$ cat src/verilog/uie_pkg.sv
package uie_pkg;

   // -------------------------------------------------------------
   // Widths
   // -------------------------------------------------------------
   localparam int ADDR_W = 4;
   localparam int DATA_W = 8;
   localparam int LVL_W  = 9;
   localparam int TMO_W  = 6;

   // -------------------------------------------------------------
   // Register offsets
   // -------------------------------------------------------------
   localparam logic [ADDR_W-1:0] OFS_IER = 4'h1;
   localparam logic [ADDR_W-1:0] OFS_ISR = 4'h2;
   localparam logic [ADDR_W-1:0] OFS_LSR = 4'h5;
   localparam logic [ADDR_W-1:0] OFS_CFG = 4'h8;

   // -------------------------------------------------------------
   // Reset values
   // -------------------------------------------------------------
   localparam logic [DATA_W-1:0] IER_RST = 8'h00;
   localparam logic [DATA_W-1:0] CFG_RST = 8'h00;
   localparam logic [DATA_W-1:0] RD_ZERO = 8'h00;

   // -------------------------------------------------------------
   // Enable register fields
   // -------------------------------------------------------------
   localparam int IER_RX   = 0;
   localparam int IER_TX   = 1;
   localparam int IER_LS   = 2;
   localparam int IER_MS   = 3;
   localparam int IER_XOFF = 5;
   localparam int IER_RTS  = 6;
   localparam int IER_CTS  = 7;

   // -------------------------------------------------------------
   // Configuration register fields
   // -------------------------------------------------------------
   localparam int CFG_FIFO_EN  = 0;
   localparam int CFG_ENH      = 1;
   localparam int CFG_AUTO_RTS = 2;
   localparam int CFG_AUTO_CTS = 3;
   localparam int CFG_SEL_DSR  = 4;
   localparam int CFG_RS485    = 5;
   localparam int CFG_USED_W   = 6;

   // -------------------------------------------------------------
   // Status codes, bits 5:0
   // -------------------------------------------------------------
   localparam logic [5:0] ISR_LS   = 6'h06;
   localparam logic [5:0] ISR_RXRD = 6'h04;
   localparam logic [5:0] ISR_TMO  = 6'h0C;
   localparam logic [5:0] ISR_TX   = 6'h02;
   localparam logic [5:0] ISR_MS   = 6'h00;
   localparam logic [5:0] ISR_XCH  = 6'h10;
   localparam logic [5:0] ISR_CHG  = 6'h20;
   localparam logic [5:0] ISR_NONE = 6'h01;

   // -------------------------------------------------------------
   // Receive time-out: characters plus extra bit times
   // -------------------------------------------------------------
   localparam int TMO_CHARS      = 4;
   localparam int TMO_EXTRA_BITS = 12;
   localparam int FRAME_BASE     = 7;

   // -------------------------------------------------------------
   // Carriers
   // -------------------------------------------------------------
   typedef struct packed {
      logic             push;
      logic             push_err;
      logic             pop;
      logic             overrun;
      logic [2:0]       head_err;
      logic             any_err;
      logic [LVL_W-1:0] level;
      logic [LVL_W-1:0] trig;
   } uie_rx_t;

   typedef struct packed {
      logic [LVL_W-1:0] level;
      logic [LVL_W-1:0] trig;
      logic             shift_empty;
   } uie_tx_t;

   typedef struct packed {
      logic xoff;
      logic xon;
      logic special;
   } uie_flow_t;

   typedef struct packed {
      logic msr_read;
      logic rhr_read;
      logic thr_write;
      logic summary_read;
   } uie_acc_t;

   typedef enum logic [1:0] {
      TMO_IDLE,
      TMO_RUN,
      TMO_DONE
   } uie_tmo_t;

endpackage : uie_pkg

$ cat src/verilog/uie_top.sv
// Decided for this implementation: the register offsets and the plain strobed port.
`timescale 1ns/10ps
`default_nettype none

// Operation
// - FIFO mode: receive-ready pending while RX level at or above trigger.
// - Data-ready status set when RX holds a character, clear when empty.
// - FIFO enabled with low enables zero gives polled mode: no line, data, time-out, TX or modem interrupts.
// - Line status: ready, overrun, head errors, TX empty, all empty, FIFO error.
// - Enhanced mode and enable 7: CTS rising edge raises change interrupt.
// - Enhanced mode and enable 6: RTS rising edge raises change interrupt.
// - Enhanced mode and enable 5: received Xoff raises interrupt; bit 4 reserved.
// - Enable 3: modem interrupt while any modem delta bit is set.
// - Enable 2: line interrupt on error character, again when it reaches head.
// - Error bits show only the head byte; bit 7 covers the whole FIFO.
// - TX interrupt on empty, or below trigger then empty; RS-485 waits shifter.
// - Enable 0: receive-ready on holding data or FIFO trigger level.
// - Status read returns highest pending level; others stay queued.
// - Priority codes: line 1, data 2, time-out 3, TX 4, modem 5; none 01.
// - Xon/Xoff/special level 6 sets bit 4; pin change level 7 sets bit 5.
// - Receive time-out after four character times plus twelve bit times.
// - Auto CTS/DSR: selected input rising raises change interrupt.
// - Auto RTS/DTR: selected output rising raises change interrupt.
// - Wake-up raises interrupt; summary register read clears it.
// - Line read, holding read, level drop and modem read clear their sources.
// - Status read or TX write clears TX; status read clears flow characters.
// - Status bits 7:6 read 11 with FIFOs enabled, 00 otherwise.
// - Status bit 0 low while pending, high when nothing pending or only wake-up pending.
module uie_top (
   input  wire logic                      mclk_in,
   input  wire logic                      rst_n_in,
   input  wire logic                      clk_en_in,
   input  wire logic [uie_pkg::ADDR_W-1:0] reg_addr_in,
   input  wire logic [uie_pkg::DATA_W-1:0] reg_wdata_in,
   input  wire logic                      reg_wr_in,
   input  wire logic                      reg_rd_in,
   output logic      [uie_pkg::DATA_W-1:0] reg_rdata_out,
   input  wire uie_pkg::uie_rx_t          rx_in,
   input  wire uie_pkg::uie_tx_t          tx_in,
   input  wire uie_pkg::uie_flow_t        flow_in,
   input  wire uie_pkg::uie_acc_t         acc_in,
   input  wire logic [3:0]                msr_delta_in,
   input  wire logic                      cts_in,
   input  wire logic                      dsr_in,
   input  wire logic                      rts_in,
   input  wire logic                      dtr_in,
   input  wire logic                      wake_in,
   input  wire logic                      bit_tick_in,
   input  wire logic [1:0]                word_len_in,
   output logic                           irq_out,
   output logic                           wake_irq_out,
   output logic                           fifo_en_out
);
   import uie_pkg::*;

   // -------------------------------------------------------------
   // Helpers
   // -------------------------------------------------------------
   function automatic logic rise(input logic prev, input logic cur);
      rise = cur & ~prev;
   endfunction : rise

   function automatic logic below(input logic [LVL_W-1:0] lvl,
                                  input logic [LVL_W-1:0] trg);
      below = (lvl < trg);
   endfunction : below

   // -------------------------------------------------------------
   // Registers and state
   // -------------------------------------------------------------
   logic [DATA_W-1:0] ier_reg;
   logic [DATA_W-1:0] cfg_reg;
   logic [DATA_W-1:0] rdata_reg;
   logic [DATA_W-1:0] rdata_next;
   logic              ls_pend_reg;
   logic              ovr_reg;
   logic              tx_pend_reg;
   logic              xch_pend_reg;
   logic              chg_pend_reg;
   logic              wake_reg;
   logic              tmo_pend_reg;
   uie_tmo_t          tmo_state_reg;
   logic [TMO_W-1:0]  tmo_cnt_reg;
   logic              tx_below_reg;
   logic              tx_empty_reg;
   logic              cts_reg;
   logic              dsr_reg;
   logic              rts_reg;
   logic              dtr_reg;

   logic              fifo_en;
   logic              enh;
   logic              wr_ier;
   logic              wr_cfg;
   logic              rd_isr;
   logic              rd_lsr;
   logic [5:0]        isr_code;
   logic [DATA_W-1:0] isr_val;
   logic [DATA_W-1:0] lsr_val;
   logic              rx_ready;
   logic              tx_empty_src;
   logic              tx_below;
   logic              tx_set;
   logic              ls_set;
   logic              xch_set;
   logic              chg_set;
   logic              ms_pend;
   logic [TMO_W-1:0]  tmo_limit;

   assign fifo_en = cfg_reg[CFG_FIFO_EN];
   assign enh     = cfg_reg[CFG_ENH];
   assign wr_ier  = reg_wr_in && (reg_addr_in == OFS_IER);
   assign wr_cfg  = reg_wr_in && (reg_addr_in == OFS_CFG);
   assign rd_isr  = reg_rd_in && (reg_addr_in == OFS_ISR);
   assign rd_lsr  = reg_rd_in && (reg_addr_in == OFS_LSR);

   // -------------------------------------------------------------
   // Software registers
   // -------------------------------------------------------------
   always_ff @(posedge mclk_in or negedge rst_n_in) begin
      if (!rst_n_in) begin
         ier_reg <= IER_RST;
      end else if (clk_en_in && wr_ier) begin
         ier_reg <= reg_wdata_in;
      end
   end

   always_ff @(posedge mclk_in or negedge rst_n_in) begin
      if (!rst_n_in) begin
         cfg_reg <= CFG_RST;
      end else if (clk_en_in && wr_cfg) begin
         cfg_reg <= {{(DATA_W-CFG_USED_W){1'b0}},
                     reg_wdata_in[CFG_USED_W-1:0]};
      end
   end

   // -------------------------------------------------------------
   // Receive data ready
   // -------------------------------------------------------------
   // Level source: follows the FIFO, so it drops by itself once
   // software reads below the trigger.
   always_comb begin
      if (fifo_en) begin
         rx_ready = !below(rx_in.level, rx_in.trig);
      end else begin
         rx_ready = (rx_in.level != '0);
      end
   end

   // -------------------------------------------------------------
   // Receive time-out
   // -------------------------------------------------------------
   // Frame bits are start, data and one stop: 7 with five data bits; word length adds 0..3.
   assign tmo_limit = TMO_W'(TMO_CHARS * (FRAME_BASE + int'(word_len_in))
                             + TMO_EXTRA_BITS);

   always_ff @(posedge mclk_in or negedge rst_n_in) begin
      if (!rst_n_in) begin
         tmo_state_reg <= TMO_IDLE;
         tmo_cnt_reg   <= '0;
      end else if (clk_en_in) begin
         case (tmo_state_reg)
            TMO_IDLE: begin
               tmo_cnt_reg <= '0;
               if (fifo_en && rx_in.level != '0) begin
                  tmo_state_reg <= TMO_RUN;
               end
            end
            TMO_RUN: begin
               if (!fifo_en || rx_in.level == '0) begin
                  tmo_state_reg <= TMO_IDLE;
               end else if (rx_in.push || acc_in.rhr_read) begin
                  tmo_cnt_reg <= '0;
               end else if (bit_tick_in) begin
                  if (tmo_cnt_reg + 1'b1 >= tmo_limit) begin
                     tmo_state_reg <= TMO_DONE;
                  end
                  tmo_cnt_reg <= tmo_cnt_reg + 1'b1;
               end
            end
            TMO_DONE: begin
               // Rearms only on fresh activity, not on a stale FIFO
               tmo_cnt_reg <= '0;
               if (!fifo_en || rx_in.level == '0) begin
                  tmo_state_reg <= TMO_IDLE;
               end else if (rx_in.push || acc_in.rhr_read) begin
                  tmo_state_reg <= TMO_RUN;
               end
            end
            default: begin
               tmo_state_reg <= TMO_IDLE;
               tmo_cnt_reg   <= '0;
            end
         endcase
      end
   end

   always_ff @(posedge mclk_in or negedge rst_n_in) begin
      if (!rst_n_in) begin
         tmo_pend_reg <= 1'b0;
      end else if (clk_en_in) begin
         if (tmo_state_reg == TMO_RUN && bit_tick_in
             && !(rx_in.push || acc_in.rhr_read)
             && rx_in.level != '0
             && tmo_cnt_reg + 1'b1 >= tmo_limit) begin
            tmo_pend_reg <= 1'b1;
         end else if (acc_in.rhr_read || !fifo_en) begin
            tmo_pend_reg <= 1'b0;
         end
      end
   end

   // -------------------------------------------------------------
   // Line status
   // -------------------------------------------------------------
   // Second raise when a bad byte becomes the head after a pop.
   assign ls_set = (rx_in.push && rx_in.push_err)
                 || rx_in.overrun
                 || (rx_in.pop && rx_in.head_err != '0);

   always_ff @(posedge mclk_in or negedge rst_n_in) begin
      if (!rst_n_in) begin
         ls_pend_reg <= 1'b0;
      end else if (clk_en_in) begin
         if (ls_set) begin
            ls_pend_reg <= 1'b1;
         end else if (rd_lsr) begin
            ls_pend_reg <= 1'b0;
         end
      end
   end

   always_ff @(posedge mclk_in or negedge rst_n_in) begin
      if (!rst_n_in) begin
         ovr_reg <= 1'b0;
      end else if (clk_en_in) begin
         if (rx_in.overrun) begin
            ovr_reg <= 1'b1;
         end else if (rd_lsr) begin
            ovr_reg <= 1'b0;
         end
      end
   end

   always_comb begin
      lsr_val    = RD_ZERO;
      lsr_val[0] = (rx_in.level != '0);
      lsr_val[1] = ovr_reg;
      lsr_val[4:2] = rx_in.head_err;
      lsr_val[5] = (tx_in.level == '0);
      lsr_val[6] = (tx_in.level == '0) && tx_in.shift_empty;
      lsr_val[7] = fifo_en && rx_in.any_err;
   end

   // -------------------------------------------------------------
   // Transmit ready
   // -------------------------------------------------------------
   // Under RS-485 the empty event waits for the shifter as well, so
   // the direction pin is not turned before the last stop bit.
   assign tx_empty_src = (tx_in.level == '0)
                       && (!cfg_reg[CFG_RS485] || tx_in.shift_empty);
   assign tx_below     = below(tx_in.level, tx_in.trig);

   always_ff @(posedge mclk_in or negedge rst_n_in) begin
      if (!rst_n_in) begin
         tx_below_reg <= 1'b1;
         tx_empty_reg <= 1'b1;
      end else if (clk_en_in) begin
         tx_below_reg <= tx_below;
         tx_empty_reg <= tx_empty_src;
      end
   end

   always_comb begin
      if (fifo_en) begin
         tx_set = rise(tx_below_reg, tx_below)
                || rise(tx_empty_reg, tx_empty_src);
      end else begin
         tx_set = rise(tx_empty_reg, tx_empty_src);
      end
   end

   // -------------------------------------------------------------
   // Modem, flow characters, pin changes
   // -------------------------------------------------------------
   assign ms_pend = (msr_delta_in != 4'h0);

   assign xch_set = (flow_in.xoff && enh && ier_reg[IER_XOFF])
                  || (enh && ier_reg[IER_XOFF]
                      && (flow_in.xon || flow_in.special));

   always_ff @(posedge mclk_in or negedge rst_n_in) begin
      if (!rst_n_in) begin
         cts_reg <= 1'b0;
         dsr_reg <= 1'b0;
         rts_reg <= 1'b0;
         dtr_reg <= 1'b0;
      end else if (clk_en_in) begin
         cts_reg <= cts_in;
         dsr_reg <= dsr_in;
         rts_reg <= rts_in;
         dtr_reg <= dtr_in;
      end
   end

   always_comb begin
      chg_set = 1'b0;
      if (enh && ier_reg[IER_CTS] && rise(cts_reg, cts_in)) begin
         chg_set = 1'b1;
      end
      if (enh && ier_reg[IER_RTS] && rise(rts_reg, rts_in)) begin
         chg_set = 1'b1;
      end
      if (cfg_reg[CFG_AUTO_CTS]) begin
         if (cfg_reg[CFG_SEL_DSR] ? rise(dsr_reg, dsr_in)
                                  : rise(cts_reg, cts_in)) begin
            chg_set = 1'b1;
         end
      end
      if (cfg_reg[CFG_AUTO_RTS]) begin
         if (cfg_reg[CFG_SEL_DSR] ? rise(dtr_reg, dtr_in)
                                  : rise(rts_reg, rts_in)) begin
            chg_set = 1'b1;
         end
      end
   end

   // -------------------------------------------------------------
   // Priority encoding
   // -------------------------------------------------------------
   // Line, data, time-out, TX and modem sources compete only when enabled; flow and pin-change pending bits are not masked.
   always_comb begin
      if (ier_reg[IER_LS] && ls_pend_reg) begin
         isr_code = ISR_LS;
      end else if (ier_reg[IER_RX] && rx_ready) begin
         isr_code = ISR_RXRD;
      end else if (ier_reg[IER_RX] && tmo_pend_reg) begin
         isr_code = ISR_TMO;
      end else if (ier_reg[IER_TX] && tx_pend_reg) begin
         isr_code = ISR_TX;
      end else if (ier_reg[IER_MS] && ms_pend) begin
         isr_code = ISR_MS;
      end else if (xch_pend_reg) begin
         isr_code = ISR_XCH;
      end else if (chg_pend_reg) begin
         isr_code = ISR_CHG;
      end else begin
         isr_code = ISR_NONE;
      end
   end

   assign isr_val = {fifo_en, fifo_en, isr_code};

   // -------------------------------------------------------------
   // Sticky sources cleared by status read, modem read or summary read
   // -------------------------------------------------------------
   // A status read clears only the level it actually reported.
   always_ff @(posedge mclk_in or negedge rst_n_in) begin
      if (!rst_n_in) begin
         tx_pend_reg <= 1'b0;
      end else if (clk_en_in) begin
         if (tx_set) begin
            tx_pend_reg <= 1'b1;
         end else if (acc_in.thr_write
                      || (rd_isr && isr_code == ISR_TX)) begin
            tx_pend_reg <= 1'b0;
         end
      end
   end

   always_ff @(posedge mclk_in or negedge rst_n_in) begin
      if (!rst_n_in) begin
         xch_pend_reg <= 1'b0;
      end else if (clk_en_in) begin
         if (xch_set) begin
            xch_pend_reg <= 1'b1;
         end else if (rd_isr && isr_code == ISR_XCH) begin
            xch_pend_reg <= 1'b0;
         end
      end
   end

   always_ff @(posedge mclk_in or negedge rst_n_in) begin
      if (!rst_n_in) begin
         chg_pend_reg <= 1'b0;
      end else if (clk_en_in) begin
         if (chg_set) begin
            chg_pend_reg <= 1'b1;
         end else if (acc_in.msr_read) begin
            chg_pend_reg <= 1'b0;
         end
      end
   end

   always_ff @(posedge mclk_in or negedge rst_n_in) begin
      if (!rst_n_in) begin
         wake_reg <= 1'b0;
      end else if (clk_en_in) begin
         if (wake_in) begin
            wake_reg <= 1'b1;
         end else if (acc_in.summary_read) begin
            wake_reg <= 1'b0;
         end
      end
   end

   // -------------------------------------------------------------
   // Read port
   // -------------------------------------------------------------
   always_comb begin
      rdata_next = RD_ZERO;
      if (reg_rd_in) begin
         case (reg_addr_in)
            OFS_IER: rdata_next = ier_reg;
            OFS_ISR: rdata_next = isr_val;
            OFS_LSR: rdata_next = lsr_val;
            OFS_CFG: rdata_next = cfg_reg;
            default: rdata_next = RD_ZERO;
         endcase
      end
   end

   always_ff @(posedge mclk_in or negedge rst_n_in) begin
      if (!rst_n_in) begin
         rdata_reg <= RD_ZERO;
      end else if (clk_en_in) begin
         rdata_reg <= rdata_next;
      end
   end

   // -------------------------------------------------------------
   // Outputs
   // -------------------------------------------------------------
   assign reg_rdata_out = rdata_reg;
   assign irq_out       = (isr_code != ISR_NONE) || wake_reg;
   assign wake_irq_out  = wake_reg;
   assign fifo_en_out   = fifo_en;

endmodule : uie_top

`default_nettype wire
$ cat config.mk
export PLATFORM = sky130hd
export DESIGN_NAME = uie_top
export DESIGN_NICKNAME = d
export VERILOG_FILES = /design/src/verilog/uie_pkg.sv /design/src/verilog/uie_top.sv
export SDC_FILE = /design/constraint.sdc
export NUM_CORES = 1
export LEC_CHECK = 0
export BUFFER_PORTS_ARGS = -buffer_cell sky130_fd_sc_hd__buf_2
export CORE_AREA = 2 2 105 107
export DETAILED_ROUTE_END_ITERATION = 10
export DIE_AREA = 0 0 107 109
export PLACE_DENSITY = 0.59
export SLEW_MARGIN = 20
export SYNTH_ARGS = -nofsm -noshare
export SYNTH_HDL_FRONTEND = slang
export SYNTH_SLANG_ARGS = --single-unit
$ cat constraint.sdc
create_clock -name mclk_in -period 2.35 [get_ports mclk_in]
set_input_delay 0.235 -clock mclk_in [delete_from_list [all_inputs] [get_ports mclk_in]]
set_output_delay 0.235 -clock mclk_in [all_outputs]
set_load 0.01 [all_outputs]
==> metrics <==
required time of the critical path=2.12 ns; Net Count, Synth=410; clock transition at the registers of the reported paths=0.08 ns; register area share after synthesis=0.3704; number of ports placed on the die boundary=92; Clock Tree Buf Depth=2; Min Clock Period, post-route=2.264 ns; overall power=1991 uW; global route overflow=0; aggregate negative setup slack=0 ns; number of cells produced by synthesis=304; end of the worst hold path=ier_reg[7]; async set or reset register ratio after synthesis=1.000; capture instance of the worst register-to-register path=tmo_state_reg[1]; worst reg-to-reg path cell count=8; number of iterations in the first detailed-routing pass=8; via count of the first global-routing pass=2670; Die Outline Area=11660 sq um; type of origin of the critical path=input pin; Max Fclk=441.6 MHz; worst vdd ir=0.2371 mV; Layout Nets=511; highest routing layer actually used=met5; final setup violation count=0; final worst path period share=0.9635; largest delay contributor family on the critical path=simple AND/OR/NAND/NOR gates; Relative slew margins=0.4995; final slew viol count=0; largest stage delay on the critical path=0.35 ns; number of design-rule violations left by the first detailed-router iteration=195; most common cell after layout, fill and taps aside=sky130_fd_sc_hd__buf_2; ratio of cells with drive above 1 in the final layout=0.3103; number of flip-flops and latches in the synthesized netlist=43; cell accounting for the most synthesized area=sky130_fd_sc_hd__dfrtp_1; slew at the pin closest to its max-slew limit=0.7474 ns; commonest non-fill, non-tap cells in the layout=sky130_fd_sc_hd__buf_2 (90), sky130_fd_sc_hd__dfrtp_1 (41), sky130_fd_sc_hd__nand2_1 (35), sky130_fd_sc_hd__inv_1 (29), sky130_fd_sc_hd__ha_1 (25); design internal power=1391 uW; pin count of the biggest net entering global routing=44; power share of the clock group=0.305; cell area power density=533.4 nW/um^2; synthesized area=2912 sq um; first-pass GRT wire length=13.23 mm; min-delay src=reg_wdata_in[7]; amount of wire on met3 after detailed routing=664 microns; number of H-tree branching levels=2; path type of the worst min-delay path=in2reg; source of the worst register-to-register timing path=tmo_cnt_reg[0]; number of CTS-inserted buffers=5; Placeable Area=10600 sq um; CTS Sinks=43; Die Span Y=109 microns; Buf+Inv Stages, Crit Path=2; number of library cell types mapped by synthesis=62; Std-Cell Rows=38; Routed WL=8.261 mm; warnings from Yosys=0; P_sw=600.5 uW; routability-driven placement congestion ratio=0.8314; WL/cell=15.07 microns; maximum fanout count along the critical path=2; DRC violations left=0; Pleak=0.001814 uW; result of the run=completed; portion of total power attributed to combinational logic=0.241; area grow syn2layout=28.23%; Fin. Hold Viols=0; switching fraction of total power=0.3015; vias per inst=4.922; overall track demand over capacity in global routing=0.1447; max capacitance violation total=0; cell depth of the worst min-delay path=3; CP Data Arrival Time=2.03 ns; antenna violation net count after detailed routing=0; clock latency at the later pin of the worst-skew pair=0.30 ns; average footprint of a synthesized cell=9.577 sq um; initial cell density of the core=0.2746; Routed met2 length=3.802 mm; count of buffers from port buffering=91; fill cell count=1092; Worst path slowest cell=sky130_fd_sc_hd__or3_1; initial antenna violation count=4; TritonCTS clock tree=built; biggest area contributors in the synthesized netlist=sky130_fd_sc_hd__dfrtp_1 (35%), sky130_fd_sc_hd__ha_1 (11%), sky130_fd_sc_hd__mux2_1 (4.6%); sequence of cells on the critical path=buf_2 > ha_1 > and2_4 > a2111oi_4 > o211ai_1 > and2_4 > or3_1 > buf_2; clock root buffer master=sky130_fd_sc_hd__clkbuf_8; share of the synthesized area in the top cell type=0.3524; Worst setup EP type=output port; die span in x=107 microns; clock skew=0.006366 ns; flop-to-flop setup slack=0.19 ns; sum of routed wire segments on met1=3.670 mm; Via Count=2697; register share of total power=0.455; count of flip-flops with a built-in enable after synthesis=0; Crit Path Class=in2out; detailed-placement wirelength estimate=6.713 mm; predominant post-synthesis flop cell=sky130_fd_sc_hd__dfrtp_1
==> worst max path at each step <==
stage / to / cells after the start / startpoint / slack [ns]
2_1_floorplan: irq_out / 7 / rx_in[6] / 0.29
3_3_place_gp: irq_out / 8 / rx_in[15] / 0.10
3_5_place_dp: irq_out / 8 / rx_in[15] / 0.06
4_1_cts: irq_out / 8 / rx_in[15] / 0.05
5_1_grt: irq_out / 8 / rx_in[17] / -0.003
6_report: irq_out / 8 / rx_in[17] / 0.09
==> cells by family (layout without fill, tap and decap cells) <==
group / count (synthesis) / in the layout / share of synthesized area
DFF: 43 / 43 / 0.3704
other: 0 / 2 / 0
AOI/OAI and AO/OA: 82 / 82 / 0.2093
buffers and inverters: 37 / 139 / 0.04899
xor gates and xnor gates: 7 / 7 / 0.02106
adders and majority gates: 25 / 25 / 0.1074
muxes: 17 / 17 / 0.06575
and+or+nand+nor: 93 / 93 / 0.1771
==> worst min-delay path, stage by stage <==
cell	delay [ns]
sky130_fd_sc_hd__buf_2	0.08
sky130_fd_sc_hd__nand2_1	0.04
sky130_fd_sc_hd__o21ai_0	0.06
==> metrics by stage <==
stage / hold WS, ns / area, sq um / utilization / cells / setup WS [ns]
final: 0.1401 / 3734 / 0.3521 / 548 / 0.08567
after global routing: 0.1519 / 3729 / 0.3517 / 546 / -0.003133
after CTS: 0.1290 / 3694 / 0.3484 / 544 / 0.05157
after detailed placement: 0.4482 / 3576 / 0.3373 / 536 / 0.06416
after global placement: 0.4446 / 3576 / 0.3373 / 536 / 0.1013
after floorplan: -0.06059 / 2912 / - / 304 / 0.2853
==> Yosys cell counts, types with 2 or more instances <==
cell type,n
sky130_fd_sc_hd__a22o_1,2
sky130_fd_sc_hd__o211ai_1,5
sky130_fd_sc_hd__ha_1,25
sky130_fd_sc_hd__nor3_1,8
sky130_fd_sc_hd__nand3_1,13
sky130_fd_sc_hd__nand4_1,3
sky130_fd_sc_hd__nor2b_1,3
sky130_fd_sc_hd__mux2_1,12
sky130_fd_sc_hd__a21o_1,3
sky130_fd_sc_hd__nand3b_1,2
sky130_fd_sc_hd__o2111ai_1,2
sky130_fd_sc_hd__and2_1,3
sky130_fd_sc_hd__xor2_1,4
sky130_fd_sc_hd__dfstp_2,2
sky130_fd_sc_hd__nand2_1,35
sky130_fd_sc_hd__o31ai_1,2
sky130_fd_sc_hd__or3_1,3
sky130_fd_sc_hd__mux2_2,5
sky130_fd_sc_hd__o2bb2ai_1,4
sky130_fd_sc_hd__o22ai_1,2
sky130_fd_sc_hd__buf_2,3
sky130_fd_sc_hd__inv_1,29
sky130_fd_sc_hd__a211oi_1,3
sky130_fd_sc_hd__a2bb2oi_1,2
sky130_fd_sc_hd__dfrtp_1,41
sky130_fd_sc_hd__o21a_1,2
sky130_fd_sc_hd__buf_1,2
sky130_fd_sc_hd__a32oi_1,2
sky130_fd_sc_hd__nor2_1,7
sky130_fd_sc_hd__a222oi_1,6
sky130_fd_sc_hd__clkbuf_1,3
sky130_fd_sc_hd__and3_1,4
sky130_fd_sc_hd__nand2b_1,3
sky130_fd_sc_hd__xnor2_1,3
sky130_fd_sc_hd__nor4b_4,2
sky130_fd_sc_hd__o21ai_0,17
sky130_fd_sc_hd__o221ai_1,2
sky130_fd_sc_hd__a21oi_1,10
sky130_fd_sc_hd__a32o_1,2
==> repair_timing <==
action / CTS / global route
resized for setup: 0 / 3
setup buffers: 0 / 1
setup endpoints to repair: 0 / 3
hold buffers: 0 / 1
hold endpoints to repair: 0 / 41
==> layer usage <==
layer | track usage | vias to the layer above
met2 | 0.2361 | 83
met3 | 0.04603 | 12
li1 | - | 1340
met5 | 0 | -
met4 | 0.03803 | 4
met1 | 0.1859 | 1258
==> final cells by class <==
type,instances,area (sq um),area share
multi-input combinational,224,1705,0.4568
timing repair buffer,102,543.0,0.1454
clock inverter,2,35.03,0.009383
inverter,29,108.9,0.02916
tap,140,175.2,0.04692
antenna,2,5.005,0.001340
sequential,43,1079,0.2889
clock buffer,6,82.58,0.02212
==> power by group through the flow <==
stage	combinational [uW]	clock, uW	sequential [uW]
2_1_floorplan	265	0	894
3_3_place_gp	454	0	916
3_5_place_dp	467	0	919
4_1_cts	471	623	905
5_1_grt	543	643	919
6_report	479	607	905
No activity file was read; power rests on OpenSTA's default activity.
